File: src/pkg/gpio_port_pkg.sv
// constants, types and state layout of the bidirectional io port
`default_nettype none
package gpio_port_pkg;

  // ==========================================================================
  // widths
  localparam int PORT_W = 8;
  localparam int ADDR_W = 4;
  localparam int CHG_W  = 4;
  localparam int CHG_LO = 4;
  localparam int SLEW_W = 5;
  localparam int ANS_W  = 5;

  typedef logic [PORT_W-1:0] port_t;
  typedef logic [ADDR_W-1:0] addr_t;

  // ==========================================================================
  // register offsets
  localparam addr_t ADDR_PC_LEVELS = 4'h0;
  localparam addr_t ADDR_PC_LATCH  = 4'h1;
  localparam addr_t ADDR_PC_DIR    = 4'h2;
  localparam addr_t ADDR_PB_LEVELS = 4'h3;
  localparam addr_t ADDR_PB_LATCH  = 4'h4;
  localparam addr_t ADDR_PB_DIR    = 4'h5;
  localparam addr_t ADDR_PB_PULLUP = 4'h6;
  localparam addr_t ADDR_PB_CHANGE = 4'h7;
  localparam addr_t ADDR_SLEW      = 4'h8;
  localparam addr_t ADDR_IRQ_STAT  = 4'h9;
  localparam addr_t ADDR_IRQ_MASK  = 4'hA;
  localparam addr_t ADDR_ANALOG    = 4'hB;
  localparam addr_t ADDR_CTRL_TWO  = 4'hC;

  // ==========================================================================
  // reset values
  localparam port_t               DIR_RST    = 8'hFF;
  localparam port_t               LAT_RST    = 8'h00;
  localparam port_t               PU_RST     = 8'h00;
  localparam logic [CHG_W-1:0]    CHG_RST    = 4'h0;
  localparam logic [SLEW_W-1:0]   SLEW_RST   = 5'h00;
  localparam logic [ANS_W-1:0]    ANS_ALL    = 5'h1F;
  localparam logic [ANS_W-1:0]    ANS_NONE   = 5'h00;
  localparam logic                PU_OFF_RST = 1'b1;

  // ==========================================================================
  // field and pin positions
  localparam int PU_OFF_BIT   = 7;
  localparam int IRQ_CHG_BIT  = 0;
  localparam int PROG_CLK_PIN = 6;
  localparam int PROG_DAT_PIN = 7;
  localparam int CAP_DEF_PIN  = 1;
  localparam int CAP_ALT_PIN  = 3;
  // port b pin served by each analog select bit
  localparam int ANS_PIN [ANS_W] = '{2, 3, 1, 4, 0};

  // ==========================================================================
  // carriers
  typedef struct packed {
    logic  wr;
    logic  rd;
    addr_t addr;
    port_t wdata;
  } reg_req_t;

  typedef struct packed {
    port_t en;
    port_t oe;
    port_t dat;
  } periph_drive_t;

  typedef struct packed {
    port_t             pc_sync1;
    port_t             pc_sync2;
    port_t             pb_sync1;
    port_t             pb_sync2;
    logic [CHG_W-1:0]  pb_prev;
    port_t             pc_lat;
    port_t             pc_dir;
    port_t             pb_lat;
    port_t             pb_dir;
    port_t             pb_pu_en;
    logic [CHG_W-1:0]  pb_chg_en;
    logic [SLEW_W-1:0] slew;
    logic [ANS_W-1:0]  ans;
    logic              pu_off;
    logic              irq_stat;
    logic              irq_mask;
    port_t             rd_data;
    port_t             pc_out;
    port_t             pc_oe;
    port_t             pb_out;
    port_t             pb_oe;
    port_t             pb_pu;
    port_t             pb_ana;
    logic              cap_in;
    logic              prog_clk;
    logic              prog_dat;
    logic              irq;
  } state_t;

endpackage : gpio_port_pkg
`default_nettype wire

File: src/rtl/bidirectional_io_port.sv
// bidirectional io port with peripheral overrides and neighbouring port upper pins
//
// Summary of operation
// - eight pins, each with own direction bit
// - direction one disables driver, pin is input
// - direction zero drives pin from output latch
// - latch register separate, reads return latch
// - relocate bit zero moves capture to alternate
// - relocate bit default one, default pin
// - serial peripherals override port c pin direction
// - reset makes every pin an input, port b pins zero to four analog or digital per analog default bit
// - direction read returns stored bits always
// - analog default bit picks analog reset state
// - program mode disables other program-pin functions
// - program clock taken from pin six
// - pin seven carries bidirectional program data
// - don't-care functions ignore the direction bit
// - per-bit weak pull-ups on port b inputs
// - unimplemented bits read as zero
`timescale 1ns/100ps
`default_nettype none
module bidirectional_io_port
  import gpio_port_pkg::*;
(
  input  wire logic          clk_in,
  input  wire logic          rst_n_in,
  input  wire reg_req_t      reg_req_in,
  output var  port_t         reg_rdata_out,
  input  wire logic          capture_relocate_cfg_in,
  input  wire logic          analog_default_cfg_in,
  input  wire port_t         port_c_pin_in,
  output var  port_t         port_c_pin_out,
  output var  port_t         port_c_pin_oe_out,
  input  wire port_t         port_b_pin_in,
  output var  port_t         port_b_pin_out,
  output var  port_t         port_b_pin_oe_out,
  output var  port_t         port_b_pullup_out,
  output var  port_t         port_b_analog_out,
  input  wire periph_drive_t serial_comm_peripheral_in,
  input  wire periph_drive_t sync_serial_peripheral_in,
  input  wire logic          capture_compare_two_drive_in,
  input  wire logic          capture_compare_two_data_in,
  output var  logic          capture_compare_two_out,
  input  wire logic          program_mode_in,
  input  wire logic          program_data_oe_in,
  input  wire logic          program_data_in,
  output var  logic          program_clock_pin_out,
  output var  logic          program_data_pin_out,
  output var  logic          irq_out
);

  // ==========================================================================
  // helpers
  function automatic port_t ans_to_pins(input logic [ANS_W-1:0] ans);
    port_t pins;
    pins = '0;
    for (int i = 0; i < ANS_W; i++)
    begin
      pins[ANS_PIN[i]] = ans[i];
    end
    return pins;
  endfunction

  // driver enable is the inverse of the direction bit
  function automatic port_t drive_enable(input port_t dir);
    return ~dir;
  endfunction

  // ==========================================================================
  // register bus decode
  function automatic logic bus_hit(input logic strobe, input addr_t addr, input addr_t target);
    return strobe && (addr == target);
  endfunction

  // write one to clear on the status register
  function automatic logic status_clear(input reg_req_t req);
    return bus_hit(req.wr, req.addr, ADDR_IRQ_STAT) && req.wdata[IRQ_CHG_BIT];
  endfunction

  // stores one written byte into the register image
  function automatic state_t write_reg(input state_t s, input reg_req_t req);
    state_t n;
    n = s;
    case (req.addr)
      ADDR_PC_LEVELS: n.pc_lat    = req.wdata;
      ADDR_PC_LATCH:  n.pc_lat    = req.wdata;
      ADDR_PC_DIR:    n.pc_dir    = req.wdata;
      ADDR_PB_LEVELS: n.pb_lat    = req.wdata;
      ADDR_PB_LATCH:  n.pb_lat    = req.wdata;
      ADDR_PB_DIR:    n.pb_dir    = req.wdata;
      ADDR_PB_PULLUP: n.pb_pu_en  = req.wdata;
      ADDR_PB_CHANGE: n.pb_chg_en = req.wdata[CHG_LO +: CHG_W];
      ADDR_SLEW:      n.slew      = req.wdata[SLEW_W-1:0];
      ADDR_IRQ_MASK:  n.irq_mask  = req.wdata[IRQ_CHG_BIT];
      ADDR_ANALOG:    n.ans       = req.wdata[ANS_W-1:0];
      ADDR_CTRL_TWO:  n.pu_off    = req.wdata[PU_OFF_BIT];
      default:        n           = s;
    endcase
    return n;
  endfunction

  // ==========================================================================
  // register read mux, unimplemented bits stay zero
  function automatic port_t read_reg(input state_t s, input port_t pb_dig, input addr_t addr);
    port_t r;
    r = '0;
    case (addr)
      ADDR_PC_LEVELS: r = s.pc_sync2;
      ADDR_PC_LATCH:  r = s.pc_lat;
      ADDR_PC_DIR:    r = s.pc_dir;
      ADDR_PB_LEVELS: r = pb_dig;
      ADDR_PB_LATCH:  r = s.pb_lat;
      ADDR_PB_DIR:    r = s.pb_dir;
      ADDR_PB_PULLUP: r = s.pb_pu_en;
      ADDR_PB_CHANGE: r[CHG_LO +: CHG_W] = s.pb_chg_en;
      ADDR_SLEW:      r[SLEW_W-1:0] = s.slew;
      ADDR_IRQ_STAT:  r[IRQ_CHG_BIT] = s.irq_stat;
      ADDR_IRQ_MASK:  r[IRQ_CHG_BIT] = s.irq_mask;
      ADDR_ANALOG:    r[ANS_W-1:0] = s.ans;
      ADDR_CTRL_TWO:  r[PU_OFF_BIT] = s.pu_off;
      default:        r = '0;
    endcase
    return r;
  endfunction

  // ==========================================================================
  // peripheral overrides, later callers win
  function automatic port_t take_oe(input port_t oe, input periph_drive_t p);
    port_t r;
    r = oe;
    for (int i = 0; i < PORT_W; i++)
    begin
      if (p.en[i])
      begin
        r[i] = p.oe[i];
      end
    end
    return r;
  endfunction

  function automatic port_t take_dat(input port_t dat, input periph_drive_t p);
    port_t r;
    r = dat;
    for (int i = 0; i < PORT_W; i++)
    begin
      if (p.en[i])
      begin
        r[i] = p.dat[i];
      end
    end
    return r;
  endfunction

  // ==========================================================================
  // pin change detection on enabled upper input pins
  function automatic logic change_seen(input logic [CHG_W-1:0] en, input port_t dir, input port_t now,
                                       input logic [CHG_W-1:0] prev);
    logic hit;
    hit = 1'b0;
    for (int i = 0; i < CHG_W; i++)
    begin
      if (en[i] && dir[CHG_LO + i] && (now[CHG_LO + i] != prev[i]))
      begin
        hit = 1'b1;
      end
    end
    return hit;
  endfunction

  // ==========================================================================
  // weak pull-ups only on digital input pins, off on program pins in program mode
  function automatic port_t pb_pullups(input state_t s, input port_t analog, input logic prog);
    port_t r;
    r = s.pb_pu_en & s.pb_dir & ~analog &
        {PORT_W{~s.pu_off}};
    if (prog)
    begin
      r[PROG_CLK_PIN] = 1'b0;
      r[PROG_DAT_PIN] = 1'b0;
    end
    return r;
  endfunction

  // ==========================================================================
  // capture input from the pin that the relocation bit selects
  function automatic logic capture_pin(input logic reloc, input port_t pc_lvl, input port_t pb_lvl);
    logic r;
    if (reloc)
    begin
      r = pc_lvl[CAP_DEF_PIN];
    end
    else
    begin
      r = pb_lvl[CAP_ALT_PIN];
    end
    return r;
  endfunction

  function automatic state_t reset_state(input logic analog_default);
    state_t s;
    s           = '0;
    s.pc_lat    = LAT_RST;
    s.pc_dir    = DIR_RST;
    s.pb_lat    = LAT_RST;
    s.pb_dir    = DIR_RST;
    s.pb_pu_en  = PU_RST;
    s.pb_chg_en = CHG_RST;
    s.slew      = SLEW_RST;
    s.ans       = analog_default ? ANS_ALL : ANS_NONE;
    s.pu_off    = PU_OFF_RST;
    s.pb_ana    = ans_to_pins(s.ans);
    return s;
  endfunction

  // ==========================================================================
  // state
  state_t state_q;
  state_t state_d;
  port_t  pb_digital;
  port_t  pb_analog_mask;
  port_t  pc_oe_v;
  port_t  pc_out_v;
  port_t  pb_oe_v;
  port_t  pb_out_v;
  logic   chg_event;

  always_comb
  begin
    state_d = state_q;

    // two-flop pin synchronisers
    state_d.pc_sync1 = port_c_pin_in;
    state_d.pc_sync2 = state_q.pc_sync1;
    state_d.pb_sync1 = port_b_pin_in;
    state_d.pb_sync2 = state_q.pb_sync1;

    // analog pins read as zero on the digital path
    pb_analog_mask = ans_to_pins(state_q.ans);
    pb_digital     = state_q.pb_sync2 & ~pb_analog_mask;

    // ========================================================================
    // register writes
    if (reg_req_in.wr)
    begin
      state_d = write_reg(state_d, reg_req_in);
    end

    // ========================================================================
    // port change flag: set wins over write-one-to-clear
    chg_event = change_seen(state_q.pb_chg_en, state_q.pb_dir, pb_digital,
                            state_q.pb_prev);
    if (program_mode_in)
    begin
      // program pins serve only the programmer
      if ((pb_digital[PROG_CLK_PIN] != state_q.pb_prev[PROG_CLK_PIN - CHG_LO]) ||
          (pb_digital[PROG_DAT_PIN] != state_q.pb_prev[PROG_DAT_PIN - CHG_LO]))
      begin
        chg_event = 1'b0;
      end
    end
    state_d.pb_prev = pb_digital[CHG_LO +: CHG_W];
    if (status_clear(reg_req_in))
    begin
      state_d.irq_stat = 1'b0;
    end
    if (chg_event)
    begin
      state_d.irq_stat = 1'b1;
    end
    state_d.irq = state_d.irq_stat & state_d.irq_mask;

    // ========================================================================
    // register reads, data one cycle later
    state_d.rd_data = '0;
    if (reg_req_in.rd)
    begin
      state_d.rd_data = read_reg(state_q, pb_digital, reg_req_in.addr);
    end

    // ========================================================================
    // port c drivers
    pc_oe_v  = drive_enable(state_q.pc_dir);
    pc_out_v = state_q.pc_lat;
    if (capture_relocate_cfg_in && capture_compare_two_drive_in && !state_q.pc_dir[CAP_DEF_PIN])
    begin
      pc_out_v[CAP_DEF_PIN] = capture_compare_two_data_in;
    end
    pc_oe_v  = take_oe(pc_oe_v, sync_serial_peripheral_in);
    pc_out_v = take_dat(pc_out_v, sync_serial_peripheral_in);
    pc_oe_v  = take_oe(pc_oe_v, serial_comm_peripheral_in);
    pc_out_v = take_dat(pc_out_v, serial_comm_peripheral_in);
    state_d.pc_oe  = pc_oe_v;
    state_d.pc_out = pc_out_v;

    // ========================================================================
    // port b drivers
    pb_oe_v  = drive_enable(state_q.pb_dir);
    pb_out_v = state_q.pb_lat;
    if (!capture_relocate_cfg_in && capture_compare_two_drive_in && !state_q.pb_dir[CAP_ALT_PIN])
    begin
      pb_out_v[CAP_ALT_PIN] = capture_compare_two_data_in;
    end
    if (program_mode_in)
    begin
      pb_oe_v[PROG_CLK_PIN]  = 1'b0;
      pb_oe_v[PROG_DAT_PIN]  = program_data_oe_in;
      pb_out_v[PROG_DAT_PIN] = program_data_in;
    end
    state_d.pb_oe  = pb_oe_v;
    state_d.pb_out = pb_out_v;
    state_d.pb_ana = pb_analog_mask;
    state_d.pb_pu  = pb_pullups(state_q, pb_analog_mask, program_mode_in);

    // ========================================================================
    // inputs handed to peripherals
    state_d.cap_in   = capture_pin(capture_relocate_cfg_in, state_q.pc_sync2, pb_digital);
    state_d.prog_clk = program_mode_in & state_q.pb_sync2[PROG_CLK_PIN];
    state_d.prog_dat = program_mode_in & state_q.pb_sync2[PROG_DAT_PIN];
  end

  always_ff @(posedge clk_in)
  begin
    if (!rst_n_in)
    begin
      state_q <= reset_state(analog_default_cfg_in);
    end
    else
    begin
      state_q <= state_d;
    end
  end

  // ==========================================================================
  // outputs straight from flops
  assign reg_rdata_out           = state_q.rd_data;
  assign port_c_pin_out          = state_q.pc_out;
  assign port_c_pin_oe_out       = state_q.pc_oe;
  assign port_b_pin_out          = state_q.pb_out;
  assign port_b_pin_oe_out       = state_q.pb_oe;
  assign port_b_pullup_out       = state_q.pb_pu;
  assign port_b_analog_out       = state_q.pb_ana;
  assign capture_compare_two_out = state_q.cap_in;
  assign program_clock_pin_out   = state_q.prog_clk;
  assign program_data_pin_out    = state_q.prog_dat;
  assign irq_out                 = state_q.irq;

endmodule // bidirectional_io_port
`default_nettype wire

File: config.mk
export PLATFORM = sky130hd
export DESIGN_NAME = bidirectional_io_port
export DESIGN_NICKNAME = d
export VERILOG_FILES = /design/src/pkg/gpio_port_pkg.sv /design/src/rtl/bidirectional_io_port.sv
export SDC_FILE = /design/constraint.sdc
export NUM_CORES = 1
export LEC_CHECK = 0
export BUFFER_PORTS_ARGS = -buffer_cell sky130_fd_sc_hd__buf_2
export CAP_MARGIN = 20
export CORE_MARGIN = 3
export CORE_UTILIZATION = 49
export DETAILED_ROUTE_END_ITERATION = 16
export HOLD_SLACK_MARGIN = 0.06
export PLACE_DENSITY = 0.75
export SYNTH_ARGS = -nofsm -noshare
export SYNTH_HDL_FRONTEND = slang
export SYNTH_SLANG_ARGS = --single-unit
File: constraint.sdc
create_clock -name clk_in -period 1.3 [get_ports clk_in]
set_clock_uncertainty 0.2 [all_clocks]
set_input_delay 0 -clock clk_in [delete_from_list [all_inputs] [get_ports clk_in]]
set_output_delay 0 -clock clk_in [all_outputs]
set_load 0.01 [all_outputs]
**Word-level counts from Yosys, hierarchy flattened**

Index checks and enable logic that the tools add are counted.

- Register bits: 153
- Bits in latches: 0
- Memory bits (writable): 0
- Bits in read-only memories: 0
- Input bits: 87
- Memories kept: 0

- Add/sub/neg operators: 0
- Multiply operators: 0
- Div/mod/pow operators: 0
- Magnitude comparators: 0
- Equal/unequal tests: 18
- Shifts and indexed selects: 0
- Muxes and demuxes: 58
- Bitwise gates (word level): 12
- Reductions and logical operators: 32

Operators with widths:

| operator | number |
|---|---|
| 2-to-1 mux 68 bit | 2 |
| 2-to-1 mux 1 bit | 46 |
| bitwise AND 8 bit | 4 |
| case mux 3 bit (9 select lines) | 1 |
| == test 4 bit (second input constant) | 5 |
| AND reduction 2 bit | 10 |
| == test 4 x 3 -> 1 bit (second input constant) | 4 |
| NOT 8 bit | 2 |
| case mux 2 bit (8 select lines) | 1 |
| logical AND 1 bit | 14 |
| case mux 1 bit (11 select lines) | 1 |
| 2-to-1 mux 5 bit | 2 |
| case mux 1 bit (10 select lines) | 1 |
| case mux 1 bit (9 select lines) | 1 |
| == test 4 x 2 -> 1 bit (second input constant) | 2 |
| 2-to-1 mux 8 bit | 1 |
| NOT 5 -> 8 bit | 1 |
| OR reduction 2 bit | 3 |
| == test 4 x 1 -> 1 bit (second input constant) | 1 |
| zero test 4 bit | 1 |
| 2-to-1 mux 2 bit | 2 |
| != test 1 bit | 4 |
| != test 2 x 1 -> 1 bit (second input constant) | 2 |
| bitwise AND 1 bit | 3 |
| 3 further kinds | 6 |

**Logic depth before layout (Yosys ltp)**

- Word-level depth: 13
- Depth in mapped cells: 7
- Depth with buffers taken out: 4

**Worst setup path after synthesis**

Ideal clock, no wire load.

- Kind: input -> register
- From: in reg_req_in[10] (netlist bit)
- To: reg state_q (netlist bit pb_analog_mask[0]), enable pin
- Library setup time: 0.374 ns
- Arrival: 0.856 ns
- Path slack: -0.130 ns
- Stages on the path: 4
- Path buffers: 2
- Cell sequence: buf_6 -> buf_6 -> nand3b_4 -> o21ai_0

- Cells in the longest elaborated chain, start to end: 3

Ends and longest elaborated chain:

| item | RTL line | source |
|---|---|---|
| start, declared | bidirectional_io_port.sv:27 | `input wire reg_req_t reg_req_in,` |
| == test 4 bit | bidirectional_io_port.sv:84 | `case (req.addr)` |
| != test 2 x 1 -> 1 bit (no line) | n/a |  |
| AND reduction 2 bit (no line) | n/a |  |
| end signal, assigned | bidirectional_io_port.sv:325 | `state_q <= reset_state(analog_default_cfg_in);` |
| end signal, assigned | bidirectional_io_port.sv:329 | `state_q <= state_d;` |
| end, declared | bidirectional_io_port.sv:217 | `state_t state_q;` |

Every way passes these cells.
A chain may end at the register's enable or synchronous reset.

**Worst setup path after layout**

- From: reg state_q[127] (netlist bit)
- To: reg state_q (netlist bit reg_rdata_out[6])

- Cells in the longest elaborated chain, start to end: 2

Ends and longest elaborated chain:

| item | RTL line | source |
|---|---|---|
| bitwise AND 8 bit | bidirectional_io_port.sv:239 | `pb_digital = state_q.pb_sync2 & ~pb_analog_mask;` |
| case mux 2 bit (8 select lines) | bidirectional_io_port.sv:107 | `case (addr)` |

Every way passes these cells.

==> results.cfg <==
[status]
status = finished with violations
violations = negative hold slack, negative setup slack

[die]
die_x_um = 120
die_h_um = 120
dieArea_mm2 = 0.0145
ioPinCount = 147
initial_core_util_pct = 50.5
coreArea_mm2 = 0.0127
rows = 41

[routing]
ant_nets = 0
drc_errors = 0
wl_per_cell_um = 18.0
drt_pass1_iterations = 5
wirelength_um = 20600
avgViaCountPerCell = 5.25
num_vias = 6018
drtIter0Drc = 418

[placement]
dp_hpwl_um = 13000
place_congestion = 0.915
dp.cells = 996
io_buffer_count = 143

[final_layout]
regArea_mm2 = 0.00307
drive_gt1_share_pct = 33.1
layout.cells.non_filler = 1146
multi_input_comb_area_mm2 = 0.00284
final_util_pct = 74.4
nets = 1047
final_cell_mix = 141 x buf_2, 135 x dfxtp_1, 114 x dlygate4sd3_1
syn2layout_area_growth_pct = 47.3
layout_commonest_cell = buf_2
num-fill-cells = 871

[global_routing]
antenna_found_initial = 1
grt_pass1_wl_um = 32100
grt_use_total_pct = 28.6
grt_max_degree = 31
grt_pass1_vias = 6294
grt-ovfl-total = 0

[synth]
syn-mean-instance-area_um2 = 9.34
syn_inst = 685
ys_seq_area_share_pct = 47.7
synth-main-ff-cell = dfxtp_1
synth_top_cell_area_share_pct = 45.3
ys_ff_latch = 150
synthTopCellsByArea = dfxtp_1 45%, mux2i_1 7.2%, buf_4 7.0%
synth_edf_count = 5
yosys.area.top_type = dfxtp_1
synth.distinct_cells = 66
syn_area_mm2 = 0.00640
yosysWarnings = 0
async_flop_share_pct = 0

[pwr]
power_density_mw_per_mm2 = 1230
peakVddDrop_v = 0.000915
p_leak_uw = 0.00422

[clock_tree]
cts_sinks = 150
clkLatencyLatePin_ps = 430
root_buffer = clkbuf_16
numCtsBuffers = 17
cts_tree = yes
clk_pin_slew_ps = 60
cts_max_path_buffers = 2
cts_htree_levels = 4

[worst_setup_path]
crit_required_ps = 1410
path_class = register to register
cp_max_fo = 3
cp-start-kind = register
endpoint_kind = register
arrival_ps = 1520

[timing]
drv_slew = 0
worst_hold_slack_ps = -180
setup_viol = 21
rsz0062_at_grt = yes
hold_viol = 18
clock.fmax_mhz = 709
fin_crit_sh_pct = 109
final.min_clock_period_ps = 1410
worst_slack_ps = -111

[job]
maxCapViolCount = 0

[worst_hold_path]
hold_class = input port to register
==> timing repair <==
item | 4_1_cts | 5_1_grt
buffers inserted | 3 | 0
hold endpoints to repair | 147 | 55
hold buffers | 115 | 7
pin swaps | 16 | 9
endpoints found under the setup margin | 10 | 61
gates resized for setup | 22 | 27
==> sequential cells by signal, summed over array words and instances, names as in the netlist <==
signal,flops
reg_rdata_out,8
port_b_pullup_out,8
irq_out,1
port_c_pin_out,8
pb_out_v,6
capture_compare_two_out,1
port_b_pin_oe_out,8
port_b_pin_out,8
port_b_analog_out,5
port_c_pin_oe_out,8
pb_analog_mask,5
program_data_pin_out,1
state_q,82
program_clock_pin_out,1
==> routing by layer <==
metal  track usage [%]  share of wire (%)
met2              50.7                 52
met4              12.9                3.3
met3              6.55                5.5
met5                 0                  0
met1              32.9                 39
==> Yosys cell counts (all sizes together), types with 4 or more instances <==
cell type  number
mux2            4
nor3b           7
o21ai          39
inv             9
nor2b           5
nand2b          6
a31oi           4
nor3           10
a32oi           7
and2           42
edfxtp          5
nand2          75
nor2           59
buf            75
mux2i          46
nand3b          5
a21oi          33
a211oi          4
dfxtp         145
nand3          25
and3            7
clkbuf         20
==> cells by family after synthesis <==
group           Yosys count  synth area share [%]
simple gates            256                  20.8
xor+xnor                  4                 0.547
other cells               1                0.0586
flops                   150                  47.7
buf+inv                 104                  10.6
mux                      52                  8.60
compound gates          118                  11.7
==> stage by stage <==
stage	TNS (ps)	power, uW	instance area, um2	setup WS, ps	hold WS [ps]
2_1_floorplan	-90.4	5550	6420	-70.8	-97.3
3_3_place_gp	-5420	5950	7420	-206	5.70
3_5_place_dp	-7440	5980	7420	-207	9.41
4_1_cts	-1080	11600	9310	-103	-171
5_1_grt	-2100	12000	9430	-214	-174
6_report	-1280	11600	9430	-111	-180
==> worst max-delay path, cell delays in order (launching register included) <==
cell	delay, ps
dfxtp_2	340
buf_4	130
mux4_2	450
nand2_2	90
a211oi_2	80
==> layout make-up <==
class | count | share of cell area (%)
multi-input cells | 433 | 30.1
inverters | 9 | 0.358
flip-flops and latches | 150 | 32.5
clock inverters | 10 | 1.77
clock buffers | 22 | 5.15
diodes | 1 | 0.0265
well taps | 172 | 2.28
repair buffers | 349 | 27.8
==> where the power goes <==
group	switching (uW)	total [uW]	internal, uW
registers	76.4	4860	4780
clock network	1940	5380	3440
logic	659	1400	739
==> final timing paths <==
check	startpoint	end	slack [ps]	depth (start not counted)
worst max-delay path	state_q[127]$_SDFF_PN0_	reg_rdata_out[6]$_SDFF_PN0_	-110	4
worst min-delay path	rst_n_in	reg_rdata_out[4]$_SDFF_PN0_	-180	3
worst max register to register	state_q[127]$_SDFF_PN0_	reg_rdata_out[6]$_SDFF_PN0_	-110	4
worst min register to register	state_q[145]$_SDFF_PN0_	state_q[137]$_SDFF_PN0_	230	1
Note: power is estimated with default switching activity, not from simulation.
